File: src/hw/tcrs_pkg.sv
// Constants and types shared by the touch controller reset and startup sequencer
package tcrs_pkg;

  // ****************************************************************
  // Clock and timing
  // ****************************************************************
  localparam int TCRS_CLK_PERIOD_NS = 40;
  localparam int TCRS_NS_PER_MS     = 1000000;
  localparam int TCRS_MS_CYCLES     = TCRS_NS_PER_MS / TCRS_CLK_PERIOD_NS;
  localparam int TCRS_RST_MIN_NS    = 90;
  // Least time: rounded up to whole cycles
  localparam int TCRS_RST_MIN_CYC   =
    (TCRS_RST_MIN_NS + TCRS_CLK_PERIOD_NS - 1) / TCRS_CLK_PERIOD_NS;

  localparam int TCRS_MS_W = 10;
  localparam logic [9:0] TCRS_HW_MIN_MS  = 10'h05C;
  localparam logic [9:0] TCRS_HW_MAX_MS  = 10'h2A3;
  localparam logic [9:0] TCRS_POR_MIN_MS = 10'h05D;
  localparam logic [9:0] TCRS_POR_MAX_MS = 10'h2A3;
  localparam logic [9:0] TCRS_SW_MIN_MS  = 10'h071;
  localparam logic [9:0] TCRS_SW_MAX_MS  = 10'h2B7;
  localparam logic [9:0] TCRS_MS_SAT     = 10'h3FF;

  // ****************************************************************
  // Register map
  // ****************************************************************
  localparam int TCRS_ADDR_W = 5;
  localparam logic [4:0] TCRS_OFS_CTRL   = 5'h00;
  localparam logic [4:0] TCRS_OFS_CFG    = 5'h04;
  localparam logic [4:0] TCRS_OFS_STATUS = 5'h08;
  localparam logic [4:0] TCRS_OFS_CLEAR  = 5'h0C;
  localparam logic [4:0] TCRS_OFS_ENABLE = 5'h10;
  localparam logic [4:0] TCRS_OFS_MSG    = 5'h14;
  localparam logic [4:0] TCRS_OFS_STATE  = 5'h18;

  localparam int TCRS_CTRL_SWRST_BIT = 0;
  localparam int TCRS_ST_W           = 3;
  localparam int TCRS_ST_DONE_BIT    = 0;
  localparam int TCRS_ST_LATE_BIT    = 1;
  localparam int TCRS_ST_BROWN_BIT   = 2;
  localparam int TCRS_MSG_FLAG_BIT   = 0;
  localparam int TCRS_MSG_PEND_BIT   = 1;

  localparam logic [9:0] TCRS_CFG_RST    = 10'h000;
  localparam logic [2:0] TCRS_ENABLE_RST = 3'h0;
  localparam logic [2:0] TCRS_STATUS_RST = 3'h0;

  // ****************************************************************
  // Types
  // ****************************************************************
  typedef enum logic [1:0] {
    TCRS_OFF,
    TCRS_HOLD,
    TCRS_BOOT,
    TCRS_READY
  } tcrs_state_t;

  typedef enum logic [1:0] {
    TCRS_KIND_POR,
    TCRS_KIND_HW,
    TCRS_KIND_SW
  } tcrs_kind_t;

endpackage

File: src/hw/tcrs_timer_if.sv
// Link between the sequencer and its millisecond timer
`timescale 1ns/100ps
`default_nettype none
interface tcrs_timer_if;
  logic       restart;
  logic       ms_tick;
  logic [9:0] elapsed_ms;

  modport ctrl  (output restart, input ms_tick, input elapsed_ms);
  modport timer (input restart, output ms_tick, output elapsed_ms);
endinterface
`default_nettype wire

File: src/hw/tcrs_ms_timer.sv
// Millisecond divider and elapsed-time counter for the boot delay
`timescale 1ns/100ps
`default_nettype none
module tcrs_ms_timer
  import tcrs_pkg::*;
#(
  parameter int MS_CYCLES = TCRS_MS_CYCLES
) (
  input  wire logic     sys_clk,
  input  wire logic     reset,
  tcrs_timer_if.timer   tmr
);

  localparam int CW = $clog2(MS_CYCLES + 1);

  logic [CW-1:0] cyc_reg;
  logic [CW-1:0] cyc_next;
  logic [9:0]    ms_reg;
  logic [9:0]    ms_next;
  wire           tick;

  // ****************************************************************
  // Divider
  // ****************************************************************
  assign tick     = (cyc_reg == CW'(MS_CYCLES - 1));
  assign cyc_next = (tmr.restart || tick) ? '0 : cyc_reg + 1'b1;
  // Saturates so a stalled boot never wraps back under its target
  assign ms_next  = tmr.restart ? 10'h000 :
                    (tick && ms_reg != TCRS_MS_SAT) ? ms_reg + 10'h001 : ms_reg;

  always_ff @(posedge sys_clk) begin
    if (reset) begin
      cyc_reg <= '0;
      ms_reg  <= 10'h000;
    end else begin
      cyc_reg <= cyc_next;
      ms_reg  <= ms_next;
    end
  end

  assign tmr.ms_tick    = tick;
  assign tmr.elapsed_ms = ms_reg;
endmodule
`default_nettype wire

File: src/hw/tcrs_top.sv
// Reset and startup sequencer of the touch controller
//
// Overview of operation
// - After pin release, ready in 92 to 675 ms depending on configuration.
// - After power-up, ready in 93 to 675 ms depending on configuration.
// - Software reset command restarts device, ready in 113 to 695 ms.
// - Each completed reset sets the reset flag in the command message.
// - Initialization stalls and no communication while any supply is missing.
// - Attention line is active-low open-drain, flags a pending message.
// - After a reset completes the attention line is asserted.
`timescale 1ns/100ps
`default_nettype none
module tcrs_top
  import tcrs_pkg::*;
#(
  parameter int MS_CYCLES   = TCRS_MS_CYCLES,
  parameter int RST_MIN_CYC = TCRS_RST_MIN_CYC
) (
  input  wire logic        sys_clk,
  input  wire logic        reset,
  input  wire logic        rst_pin_n,
  input  wire logic        core_supply_ok,
  input  wire logic        analog_supply_ok,
  input  wire logic        io_supply_ok,
  input  wire logic        drive_supply_ok,
  input  wire logic [4:0]  reg_addr,
  input  wire logic [31:0] reg_wdata,
  input  wire logic        reg_wr,
  input  wire logic        reg_rd,
  output logic      [31:0] reg_rdata,
  output logic             comm_ready,
  input  wire logic        host_attention_line_i,
  output logic             host_attention_line_o,
  output logic             host_attention_line_oe,
  output logic             irq
);

  localparam int LW = $clog2(RST_MIN_CYC + 1);

  // ****************************************************************
  // Declarations
  // ****************************************************************
  tcrs_timer_if tmr ();

  tcrs_state_t     state_reg;
  tcrs_state_t     state_next;
  tcrs_kind_t      kind_reg;
  tcrs_kind_t      kind_next;
  logic [LW-1:0]   low_cnt_reg;
  logic [LW-1:0]   low_cnt_next;
  logic [9:0]      cfg_reg;
  logic [9:0]      cfg_next;
  logic [2:0]      status_reg;
  logic [2:0]      status_next;
  logic [2:0]      enable_reg;
  logic [2:0]      enable_next;
  logic            msg_flag_reg;
  logic            msg_flag_next;
  logic            msg_pend_reg;
  logic            msg_pend_next;
  logic [31:0]     rdata_reg;
  logic [31:0]     rdata_next;

  wire             all_ok;
  wire             pin_reset;
  wire             pin_release;
  wire             running;
  wire             sw_rst;
  wire             sw_go;
  wire [9:0]       target_ms;
  wire             boot_done;
  wire             enter_ready;
  wire             ev_late;
  wire             ev_brown;
  wire [2:0]       ev_vec;
  wire [2:0]       clr_mask;
  wire             msg_rd;
  wire             wr_cfg;
  wire             wr_enable;
  wire [31:0]      rd_mux;
  wire [31:0]      state_view;

  // ****************************************************************
  // Boot delay per reset kind
  // ****************************************************************
  // The configuration part of the delay is clamped so a bad setting can
  // never push readiness past the documented maximum for the kind.
  function automatic logic [9:0] tcrs_boot_target(tcrs_kind_t k, logic [9:0] extra);
    logic [9:0] base;
    logic [9:0] top;
    logic [9:0] span;
    base = TCRS_POR_MIN_MS;
    top  = TCRS_POR_MAX_MS;
    unique case (k)
      TCRS_KIND_POR: begin
        base = TCRS_POR_MIN_MS;
        top  = TCRS_POR_MAX_MS;
      end
      TCRS_KIND_HW: begin
        base = TCRS_HW_MIN_MS;
        top  = TCRS_HW_MAX_MS;
      end
      TCRS_KIND_SW: begin
        base = TCRS_SW_MIN_MS;
        top  = TCRS_SW_MAX_MS;
      end
      default: begin
        base = TCRS_POR_MIN_MS;
        top  = TCRS_POR_MAX_MS;
      end
    endcase
    span = top - base;
    return base + ((extra > span) ? span : extra);
  endfunction

  // ****************************************************************
  // Pin filter and supply monitor
  // ****************************************************************
  assign all_ok = core_supply_ok & analog_supply_ok & io_supply_ok & drive_supply_ok;

  assign low_cnt_next = rst_pin_n ? '0 :
                        (low_cnt_reg == LW'(RST_MIN_CYC)) ? low_cnt_reg :
                        low_cnt_reg + 1'b1;
  // Shorter low pulses are glitches and are ignored
  assign pin_reset   = !rst_pin_n && (low_cnt_reg >= LW'(RST_MIN_CYC - 1));
  assign pin_release = (state_reg == TCRS_HOLD) && rst_pin_n;
  assign running     = (state_reg == TCRS_BOOT) || (state_reg == TCRS_READY);

  // ****************************************************************
  // Register decode
  // ****************************************************************
  assign sw_rst    = reg_wr && reg_addr == TCRS_OFS_CTRL && reg_wdata[TCRS_CTRL_SWRST_BIT];
  assign sw_go     = sw_rst && all_ok && !pin_reset && running;
  assign wr_cfg    = reg_wr && reg_addr == TCRS_OFS_CFG;
  assign wr_enable = reg_wr && reg_addr == TCRS_OFS_ENABLE;
  assign clr_mask  = (reg_wr && reg_addr == TCRS_OFS_CLEAR) ? reg_wdata[2:0] : 3'h0;
  assign msg_rd    = reg_rd && reg_addr == TCRS_OFS_MSG;

  // ****************************************************************
  // Sequencer
  // ****************************************************************
  assign target_ms = tcrs_boot_target(kind_reg, cfg_reg);
  assign boot_done = (state_reg == TCRS_BOOT) && (tmr.elapsed_ms >= target_ms);

  always_comb begin
    state_next = state_reg;
    kind_next  = kind_reg;
    if (pin_reset) begin
      state_next = TCRS_HOLD;
      kind_next  = TCRS_KIND_HW;
    end else begin
      unique case (state_reg)
        TCRS_OFF: begin
          if (all_ok) begin
            state_next = TCRS_BOOT;
          end
        end
        TCRS_HOLD: begin
          if (rst_pin_n) begin
            state_next = all_ok ? TCRS_BOOT : TCRS_OFF;
          end
        end
        TCRS_BOOT, TCRS_READY: begin
          if (!all_ok) begin
            state_next = TCRS_OFF;
            kind_next  = TCRS_KIND_POR;
          end else if (sw_go) begin
            state_next = TCRS_BOOT;
            kind_next  = TCRS_KIND_SW;
          end else if (boot_done) begin
            state_next = TCRS_READY;
          end
        end
      endcase
    end
  end

  // Timer restarts on every entry to boot, including a repeated command
  assign tmr.restart = (state_next == TCRS_BOOT) && ((state_reg != TCRS_BOOT) || sw_go);
  assign enter_ready = (state_reg == TCRS_BOOT) && (state_next == TCRS_READY);

  // ****************************************************************
  // Events, message and interrupt
  // ****************************************************************
  assign ev_late  = pin_release && !(analog_supply_ok && drive_supply_ok);
  assign ev_brown = running && (state_next == TCRS_OFF) && !pin_reset;
  assign ev_vec   = {ev_brown, ev_late, enter_ready};

  // Set wins over a clear in the same cycle
  assign status_next   = (status_reg & ~clr_mask) | ev_vec;
  assign msg_flag_next = enter_ready | (msg_flag_reg & !msg_rd);
  assign msg_pend_next = enter_ready | (msg_pend_reg & !msg_rd);
  assign cfg_next      = wr_cfg ? reg_wdata[9:0] : cfg_reg;
  assign enable_next   = wr_enable ? reg_wdata[2:0] : enable_reg;

  // ****************************************************************
  // Read path
  // ****************************************************************
  assign state_view = {22'h000000, comm_ready, host_attention_line_i,
                       drive_supply_ok, io_supply_ok, analog_supply_ok, core_supply_ok,
                       kind_reg, state_reg};
  assign rd_mux = (reg_addr == TCRS_OFS_CFG)    ? {22'h000000, cfg_reg} :
                  (reg_addr == TCRS_OFS_STATUS) ? {29'h00000000, status_reg} :
                  (reg_addr == TCRS_OFS_ENABLE) ? {29'h00000000, enable_reg} :
                  (reg_addr == TCRS_OFS_MSG)    ? {30'h00000000, msg_pend_reg, msg_flag_reg} :
                  (reg_addr == TCRS_OFS_STATE)  ? state_view :
                  32'h00000000;
  assign rdata_next = reg_rd ? rd_mux : 32'h00000000;

  // ****************************************************************
  // Registers
  // ****************************************************************
  always_ff @(posedge sys_clk) begin
    if (reset) begin
      state_reg   <= TCRS_OFF;
      kind_reg    <= TCRS_KIND_POR;
      low_cnt_reg <= '0;
    end else begin
      state_reg   <= state_next;
      kind_reg    <= kind_next;
      low_cnt_reg <= low_cnt_next;
    end
  end

  always_ff @(posedge sys_clk) begin
    if (reset) begin
      cfg_reg      <= TCRS_CFG_RST;
      status_reg   <= TCRS_STATUS_RST;
      enable_reg   <= TCRS_ENABLE_RST;
      msg_flag_reg <= 1'b0;
      msg_pend_reg <= 1'b0;
      rdata_reg    <= 32'h00000000;
    end else begin
      cfg_reg      <= cfg_next;
      status_reg   <= status_next;
      enable_reg   <= enable_next;
      msg_flag_reg <= msg_flag_next;
      msg_pend_reg <= msg_pend_next;
      rdata_reg    <= rdata_next;
    end
  end

  // ****************************************************************
  // Outputs
  // ****************************************************************
  assign reg_rdata  = rdata_reg;
  assign comm_ready = (state_reg == TCRS_READY) && all_ok;
  assign irq        = |(status_reg & enable_reg);
  // Open drain: only ever pulls low, and stays off until boot is over
  assign host_attention_line_o  = 1'b0;
  assign host_attention_line_oe = (state_reg == TCRS_READY) && msg_pend_reg;

  tcrs_ms_timer #(
    .MS_CYCLES (MS_CYCLES)
  ) u_timer (
    .sys_clk (sys_clk),
    .reset   (reset),
    .tmr     (tmr.timer)
  );
endmodule
`default_nettype wire

File: config.mk
export PLATFORM = sky130hd
export DESIGN_NAME = tcrs_top
export DESIGN_NICKNAME = d
export VERILOG_FILES = /design/src/hw/tcrs_pkg.sv /design/src/hw/tcrs_timer_if.sv /design/src/hw/tcrs_ms_timer.sv /design/src/hw/tcrs_top.sv
export SDC_FILE = /design/constraint.sdc
export NUM_CORES = 1
export LEC_CHECK = 0
export BUFFER_PORTS_ARGS = -buffer_cell sky130_fd_sc_hd__buf_2
export CAP_MARGIN = 40
export CELL_PAD_IN_SITES_DETAIL_PLACEMENT = 1
export CELL_PAD_IN_SITES_GLOBAL_PLACEMENT = 2
export CORE_ASPECT_RATIO = 0.7
export CORE_MARGIN = 2
export CORE_UTILIZATION = 28
export CTS_CLUSTER_DIAMETER = 120
export DETAILED_ROUTE_END_ITERATION = 8
export PLACE_DENSITY = 0.79
export SYNTH_ARGS = -nofsm -noshare
export SYNTH_HDL_FRONTEND = slang
export SYNTH_HIERARCHICAL = 1
export SYNTH_SLANG_ARGS = --single-unit
export TNS_END_PERCENT = 20
File: constraint.sdc
create_clock -name sys_clk -period 4.2 [get_ports sys_clk]
set_input_delay 0.21 -clock sys_clk [delete_from_list [all_inputs] [get_ports sys_clk]]
set_output_delay 0.21 -clock sys_clk [all_outputs]
set_load 0.05 [all_outputs]
---- Yosys cells after proc, flatten, opt, wreduce, memory -nomap -nowiden ----
Cells that the tools add are included.
word-level totals
  input port bits ......................... 47
  word-level logic and storage cells ...... 115
  bits in registers ....................... 81
  output and inout port bits .............. 36
operators by class
  add/sub/neg operators ................... 5
  eq/ne operators ......................... 19
  reduce and logical (&&, ||, !) cells .... 42
  bitwise operators ....................... 12
  multiplexer cells ....................... 21
  magnitude comparators ................... 3
operator list
  operator                                        number
  two-way mux 10 bit                              6
  logical AND 1 bit                               21
  two-way mux 2 bit                               9
  adder 15 x 1 -> 15 bit (second input constant)  1
  == test 15 bit (second input constant)          1
  == test 5 bit (second input constant)           3
  == test 2 bit (second input constant)           6
  case mux 6 bit (2 select lines)                 1
  OR reduction 2 bit                              6
  adder 10 x 1 -> 10 bit (second input constant)  1
  adder 10 bit                                    1
  == test 5 x 4 -> 1 bit (second input constant)  2
  >= comparator 10 bit                            1
  greater-than comparator 10 bit                  1
  != test 10 bit (second input constant)          1
  subtractor 10 bit                               1
  bitwise AND 3 bit                               2
  case mux 2 bit (3 select lines)                 1
  OR reduction 6 bit                              1
  bitwise AND 1 bit                               5
  == test 5 x 3 -> 1 bit (second input constant)  1
  zero test 5 bit                                 1
  two-way mux 5 bit                               1
  == test 2 x 1 -> 1 bit (second input constant)  2
  other kinds (17)                                26

---- Logic depth before layout (Yosys ltp) ----
Gate-level depths: netlist (run 1).
  word-level depth ........................ 17
  gate-level depth with buffers ........... 23
  depth with buffers taken out ............ 23

---- Hierarchy ----
Netlist (run 1), hierarchy kept.
modules (own cells, without submodules)
  module         sequential area each (µm²)  cells each  instances  area an instance (µm²)
  tcrs_top       680.7                       295         1          2,391.0
  tcrs_ms_timer  500.5                       138         1          1,201.2

---- Worst setup path after synthesis (run 1) ----
Ideal clock, no wire load.
  kind .................................... flip-flop to flip-flop
  start point ............................. register cfg_reg[6]
  end point ............................... register status_reg[0]
  clock period less this slack ............ 4,053 ps
  library setup time ...................... 116 ps
  stages on the path, launching flop included .. 21
  arrival ................................. 3,938 ps
  required time ........................... 4,084 ps
  buffers on the path ..................... 0
  path slack .............................. 147 ps
  path through ............................ dfxtp_1 -> ha_1 -> a2111oi_2 -> nor2b_2 -> o21ai_1 -> o21ai_0 -> ha_1 -> ha_1 -> a21o_1 -> a21oi_1 -> o31ai_1 -> nand2b_1 -> a21oi_1 -> a31oi_1 -> ha_1 -> a21oi_1 -> o21ai_0 -> nor3_1 -> o21ai_0 -> and3_1 -> a31o_1
between the ends
  longest elaborated chain between the ends .. 13
RTL lines
  element                              RTL line         RTL
  start, declared                      tcrs_top.sv:51   logic [9:0] cfg_reg;
  start signal, assigned               tcrs_top.sv:234  cfg_reg <= cfg_next;
  greater-than comparator 10 bit       tcrs_top.sv:113  return base + ((extra > span) ? span : extra);
  two-way mux 10 bit (*)               tcrs_top.sv:113
  adder 10 bit (*)                     tcrs_top.sv:113
  >= comparator 10 bit (*)             tcrs_top.sv:143  assign boot_done = (state_reg == TCRS_BOOT) && (tmr.elapsed_ms >= target_ms);
  logical AND 1 bit (*)                tcrs_top.sv:143
  two-way mux 2 bit (*)                tcrs_top.sv:170  end else if (boot_done) begin
  two-way mux 2 bit (*)                tcrs_top.sv:167  end else if (sw_go) begin
  two-way mux 2 bit (*)                tcrs_top.sv:164  if (!all_ok) begin
  case mux 2 bit (3 select lines) (*)  tcrs_top.sv:152  unique case (state_reg)
  two-way mux 2 bit (*)                tcrs_top.sv:148  if (pin_reset) begin
  == test 2 bit (*)                    tcrs_top.sv:180  assign enter_ready = (state_reg == TCRS_BOOT) && (state_next == TCRS_READY);
  logical AND 1 bit (*)                tcrs_top.sv:180
  bitwise OR 3 bit (*)                 tcrs_top.sv:190  assign status_next = (status_reg & ~clr_mask) | ev_vec;
  end signal, assigned                 tcrs_top.sv:235  status_reg <= status_next;
  end, declared                        tcrs_top.sv:53   logic [2:0] status_reg;
Mark *: on every way between the ends. The rest lies on a longest branch, timed or not.
A chain may end at the register's enable or synchronous reset.

---- Final worst setup path (run 1) ----
Same ends and word-level chain as after synthesis.

==> flow_metrics.tcl, run 1 <==
set metrics [dict create \
    period_needed_ns 4.01 \
    grt_pass1_wl_um 16900 \
    synth_cell_types 60 \
    max_stage_delay_ns 0.39 \
    postSynth.asyncResetShare_pct 0 \
    drt-wirelength-per-cell_um 15.5 \
    layout.cells.non_filler 657 \
    grtUsageTotal_pct 15.2 \
    cts_buffers 9 \
    path_cells "ha_4 > a2111oi_4 > nor2b_2 > buf_4 > or3_1 > ha_1 > a21o_1 > a21oi_2 > o31ai_2 > nand2b_1 > a21oi_1 > a31oi_1 > ha_1 > a21oi_2 > o21ai_1 > nor3_2 > o21ai_2 > and3_4 > a31o_1" \
    hpwl_um 7440 \
    yosysWarnings 6 \
    arrival_ns 4.23 \
    tritoncts "done" \
    slowest_stage "or3_1" \
    clockBufferDepth 2 \
    hold_end "low_cnt_reg[0]" \
    critPathKind "reg -> reg" \
    leakage_nw 1.88 \
    grt_max_degree 28 \
    netlist_area_sq_um 3590 \
    cp.required_ns 4.42 \
    holdPathStages 2 \
    portBuffers 37 \
    drtAntennaViolNets 0 \
    chipHeight_um 98.8 \
    synth_top_cell_by_area "dfxtp_1" \
    num_antenna_cells 0 \
    synth_edf_count 0 \
    ys_top_cells_by_area "dfxtp_1, ha_1, a21oi_1" \
    min_from "rst_pin_n" \
    min-delay-path-class "in -> reg" \
    path_max_fanout 5 \
    routed-via-count 3292 \
    drc 0 \
    gr-total-overflow 0 \
    cts_htree_levels 3 \
    fp.coreArea_sq_um 12500 \
    worst_clock_skew_ns 0.00431 \
    drv.max_cap_violation_count 0 \
    synth_ff_type "dfxtp_1" \
    start_kind "flip-flop" \
    root_buffer "clkbuf_16" \
    yosysSeqAreaShare_pct 32.9 \
    ir_drop_uv 211 \
    cts.hold.buffers_added 0 \
    synth_cells 433 \
    nets 561 \
    finalSetupViolations 0 \
    ios 83 \
    min_period_over_period_pct 95.4 \
    maxSlewViolCount 0 \
    final_cell_mix "dfxtp_1, nor2_1, buf_2, a21oi_1, nand2_1" \
    num_rows 34 \
    routed_via_density 5.01 \
    endpoint_kind "flip-flop" \
    ff2ff_path_depth 19 \
    power_per_cell_area_nw_per_um2 338 \
    fmax_mhz 250 \
    clk_pin_slew_ns 0.06 \
    timing.slew.headroom_pct 53.8 \
    drt_iter0_drc 155 \
    clk-insertion-delay-late_ns 0.33 \
    dp_cells 638 \
    largest_reg_flops 15 \
    drt_pass1_iterations 5 \
    hold_violations 0 \
    start_util_pct 28.8 \
    worstMarginPinSlew_ns 0.693 \
    die-area_sq_um 13800 \
    rrSetupSlack_ns 0.19 \
    syn_avg_cell_area_sq_um 8.30 \
    outcome "finished, final reports clean" \
    synth_top_area_share_pct 32.9 \
    r2r-start "cfg_reg[6]" \
    antenna_found_initial 0 \
    grt_pass1_vias 3391 \
    synth_seq_cells 59 \
    layout-drive-gt1-share_pct 21.2 \
    place_congestion 0.809 \
    final_common_cell "dfxtp_1" \
    final_util_pct 35.5 \
    reg2reg_to "status_reg[0]" \
    numClockSinks 59 \
    die_w_um 139 \
    syn2layout_area_growth_pct 23.1 \
    routed_wl_um 10200 \
]
worst max-delay path by stage:
stage                           start       endpoint  slack [ns]
final                      cfg_reg[6]  status_reg[0]        0.19
after global routing       cfg_reg[6]  status_reg[0]       -0.01
after CTS                 kind_reg[1]  status_reg[0]       0.003
after detailed placement  kind_reg[1]  status_reg[0]       -0.19
after global placement     cfg_reg[6]  status_reg[0]       -0.09
after floorplan            cfg_reg[6]  status_reg[0]        0.15
worst max-delay path: cells and delay by family (launching register included):
family / cells / cell delay (ns)
AOI/OAI and AO/OA: 10 / 1.54
adders and majority gates: 3 / 0.83
buffers and inverters: 1 / 0.17
DFF: 1 / 0.34
and+or+nand+nor: 5 / 1.01
where the power goes:
part	internal (mW)	total [mW]	switching [mW]	leakage [nW]
clock network	0.520	0.793	0.273	0.149
registers	0.566	0.573	0.00668	0.477
logic	0.0317	0.127	0.0950	1.26
total	1.12	1.49	0.375	1.88
cells in the mapped netlist, types with 5 or more instances:
library cell,instances
o31ai_1,5
nand2_1,29
buf_2,5
a22oi_1,8
o21ai_0,13
nor2_1,42
mux2i_1,5
clkbuf_1,9
a21oi_1,38
dfxtp_1,59
or4_1,5
nor3_1,10
nand2b_1,7
xnor2_1,8
buf_4,24
inv_1,18
ha_1,24
xor2_1,9
and3_1,13
nand4_1,7
or3_1,5
nand3_1,25
a21o_1,7
timing repair:
action | CTS | global route
gates cloned | 0 | 0
gates resized for setup | 12 | 8
pin swaps | 7 | 9
buffers inserted | 2 | 1
setup endpoints to repair | 4 | 4
routing by layer:
layer / up-vias / wire length [um] / track usage, %
li1: 1633 / - / -
met1: 1588 / 5180 / 21.4
met2: 60 / 4500 / 23.4
met3: 11 / 373 / 3.26
met4: 0 / 118 / 4.27
met5: - / 0 / 0
layout make-up:
cell class	count	area, sq um
Fill cell	1499	8040
Multi-Input combinational cell	342	2290
Sequential cell	59	1180
Timing Repair Buffer	60	358
Clock buffer	10	229
Tap cell	162	203
Clock inverter	6	88.8
Inverter	18	67.6
stage by stage:
stage / worst slack [ns] / total power, mW / TNS, ns / cell area, sq um / hold slack (ns)
6_report: 0.194 / 1.49 / 0 / 4420 / 0.125
3_5_place_dp: -0.192 / 0.706 / -0.503 / 3970 / 0.450
5_1_grt: -0.0128 / 1.55 / -0.0128 / 4420 / 0.136
2_1_floorplan: 0.147 / 0.687 / 0 / 3690 / 0.287
4_1_cts: 0.00305 / 1.51 / 0 / 4370 / 0.123
3_3_place_gp: -0.0925 / 0.702 / -0.219 / 3970 / 0.433
kinds of logic after synthesis:
kind of cell,Yosys count,share of synthesized area [%]
AND/OR/NAND/NOR,171,26.1
adder cells (fa/ha/maj),24,8.36
XOR/XNOR,17,4.15
other,2,0.209
flip-flops,59,32.9
multiplexers,6,1.71
buffers and inverters,57,8.85
AO/OA/AOI/OAI,97,17.8
Note: power is estimated with default switching activity, not from simulation.
==> run 2, diff against run 1 <==
--- a/config.mk
+++ b/config.mk
@@ -9,12 +9,12 @@
 export CAP_MARGIN = 40
 export CELL_PAD_IN_SITES_DETAIL_PLACEMENT = 1
 export CELL_PAD_IN_SITES_GLOBAL_PLACEMENT = 2
-export CORE_ASPECT_RATIO = 0.7
 export CORE_MARGIN = 2
 export CORE_UTILIZATION = 28
 export CTS_CLUSTER_DIAMETER = 120
 export DETAILED_ROUTE_END_ITERATION = 8
 export PLACE_DENSITY = 0.79
+export SETUP_SLACK_MARGIN = 0.4
 export SYNTH_ARGS = -nofsm -noshare
 export SYNTH_HDL_FRONTEND = slang
 export SYNTH_HIERARCHICAL = 1
==> flow_metrics.tcl, run 2 (synthesis results as in run 1) <==
set metrics [dict create \
    drc 0 \
    start_util_pct 28.6 \
    seqCellArea_sq_um 1180 \
    grt_pass1_vias 3527 \
    layout-drive-gt1-share_pct 24.7 \
    tritoncts "done" \
    root_buffer "clkbuf_16" \
    final_util_pct 36.2 \
    arrival_ns 4.00 \
    n_fill_cell 1491 \
    endpoint_kind "flip-flop" \
    worstMarginPinSlew_ns 0.717 \
    cts_htree_levels 3 \
    drtAntennaViolNets 0 \
    p_int_mw 1.12 \
    num_antenna_cells 0 \
    nets 563 \
    grtUsageTotal_pct 15.7 \
    cts.hold.buffers_added 0 \
    ir_drop_uv 146 \
    leakage_nw 1.90 \
    cts_buffers 9 \
    switching_share_pct 25.9 \
    clockBufferDepth 2 \
    routed-via-count 3305 \
    critPathKind "reg -> reg" \
    ios 83 \
    fp.coreArea_sq_um 12600 \
    syn2layout_area_growth_pct 26.6 \
    comb_power_share_pct 8.3 \
    clk-insertion-delay-late_ns 0.34 \
    max_stage_delay_ns 0.32 \
    place_congestion 0.840 \
    path_max_fanout 3 \
    cp.required_ns 4.43 \
    seqPwrFrac_pct 37.8 \
    num_rows 41 \
    die-area_sq_um 13800 \
    chipHeight_um 117 \
    drt-wirelength-per-cell_um 15.0 \
    routed_via_density 4.94 \
    rsz0062_at_grt "true" \
    final_common_cell "dfxtp_1" \
    outcome "finished, final reports clean" \
    fmax_mhz 266 \
    antenna_found_initial 0 \
    drv.max_cap_violation_count 0 \
    multiInputGateArea_sq_um 2380 \
    hold_violations 0 \
    cp_common_cell "buf_4" \
    maxSlewViolCount 0 \
    timing.slew.headroom_pct 52.2 \
    path_cells "nand2b_4 > inv_2 > ha_4 > nor4b_4 > nand4_1 > buf_4 > buf_4 > buf_4 > buf_4 > buf_4 > buf_4 > buf_4 > buf_4 > nor2_1 > mux2i_1 > buf_4 > a41o_1 > ha_4 > a21oi_2 > o21ai_1 > nor3_2 > o21ai_2 > and3_4 > a31o_1" \
    slowest_stage "dfxtp_2" \
    portBuffers 37 \
    period_needed_ns 3.76 \
    start_kind "flip-flop" \
    grt_max_degree 28 \
    numClockSinks 59 \
    fin_tns_setup_ns 0 \
    drt_iter0_drc 92 \
    power_switching_mw 0.392 \
    min_period_over_period_pct 89.6 \
    power_per_cell_area_nw_per_um2 333 \
    finish.instance_area_sq_um 4550 \
    largest_reg_flops 15 \
    final_cell_mix "dfxtp_1, nor2_1, buf_2, a21oi_1, nand2_1" \
    worst_clock_skew_ns 0.00545 \
    min-delay-path-class "in -> reg" \
    drt_pass1_iterations 4 \
    hpwl_um 7360 \
    gr-total-overflow 0 \
    grt_pass1_wl_um 16900 \
    clkPwrFrac_pct 53.8 \
    routed_wl_um 10000 \
    die_w_um 117 \
    placed_area_sq_um 3970 \
    finalSetupViolations 0 \
    rrSetupSlack_ns 0.44 \
    clk_pin_slew_ns 0.06 \
]
[run 2: changes by cell type in the layout (fill, tap and decap cells not counted), sizes merged]
cell | previous run | this run
buf | 60 | 62
clkbuf | 10 | 9
clkinv | 1 | 2
clkinvlp | 2 | 1
inv | 19 | 20
[run 2: cell type report]
| type | instances | area share [%] |
|---|---|---|
| well taps | 172 | 4.73 |
| multi-input cells | 342 | 52.4 |
| repair buffers | 62 | 8.20 |
| inverters | 18 | 1.49 |
| clock inverters | 7 | 2.17 |
| clock buffers | 9 | 4.95 |
| flip-flops and latches | 59 | 26.0 |
[run 2: layer usage]
layer / GRT usage [%] / part of all wire (%) / vias up
li1: - / - / 1638
met1: 18.1 / 43 / 1599
met2: 27.7 / 52 / 49
met3: 3.60 / 3.0 / 19
met4: 6.75 / 2.0 / 0
met5: 0 / 0 / -
[run 2: critical path, delay by kind of cell, from the launching register on]
family,cells,cell delay (ns)
buffers and inverters,10,1.22
AND/OR/NAND/NOR,6,0.89
AO/OA/AOI/OAI,5,0.71
flip-flops,1,0.32
multiplexers,1,0.10
adder cells (fa/ha/maj),2,0.42
[run 2: final timing paths]
check                startpoint  cells after the start                  to
max                 kind_reg[1]                     24       status_reg[0]
min                reg_wdata[9]                      3          cfg_reg[9]
max reg2reg         kind_reg[1]                     24       status_reg[0]
min reg2reg  u_timer/cyc_reg[0]                      1  u_timer/cyc_reg[0]
[run 2: timing repair]
| action | 4_1_cts | 5_1_grt |
|---|---|---|
| buffers inserted | 7 | 2 |
| endpoints found under the hold margin | 0 | 0 |
| resized for setup | 13 | 21 |
| pin swaps | 7 | 19 |
| setup endpoints to repair | 4 | 4 |
[run 2: through the flow]
| stage | power (mW) | setup WS [ns] | std cells | hold WS [ns] |
|---|---|---|---|---|
| 2_1_floorplan | 0.688 | 0.414 | 458 | 0.287 |
| 5_1_grt | 1.57 | 0.240 | 669 | 0.133 |
| 4_1_cts | 1.53 | 0.282 | 667 | 0.115 |
| 3_5_place_dp | 0.705 | 0.0727 | 644 | 0.444 |
| 6_report | 1.51 | 0.435 | 669 | 0.122 |
| 3_3_place_gp | 0.701 | 0.159 | 644 | 0.430 |
[run 2: power groups by stage]
stage / clock (mW) / sequential, mW / combinational, mW
6_report: 0.814 / 0.572 / 0.126
5_1_grt: 0.855 / 0.573 / 0.138
4_1_cts: 0.830 / 0.572 / 0.123
3_5_place_dp: 0 / 0.584 / 0.120
3_3_place_gp: 0 / 0.584 / 0.117
2_1_floorplan: 0 / 0.583 / 0.104
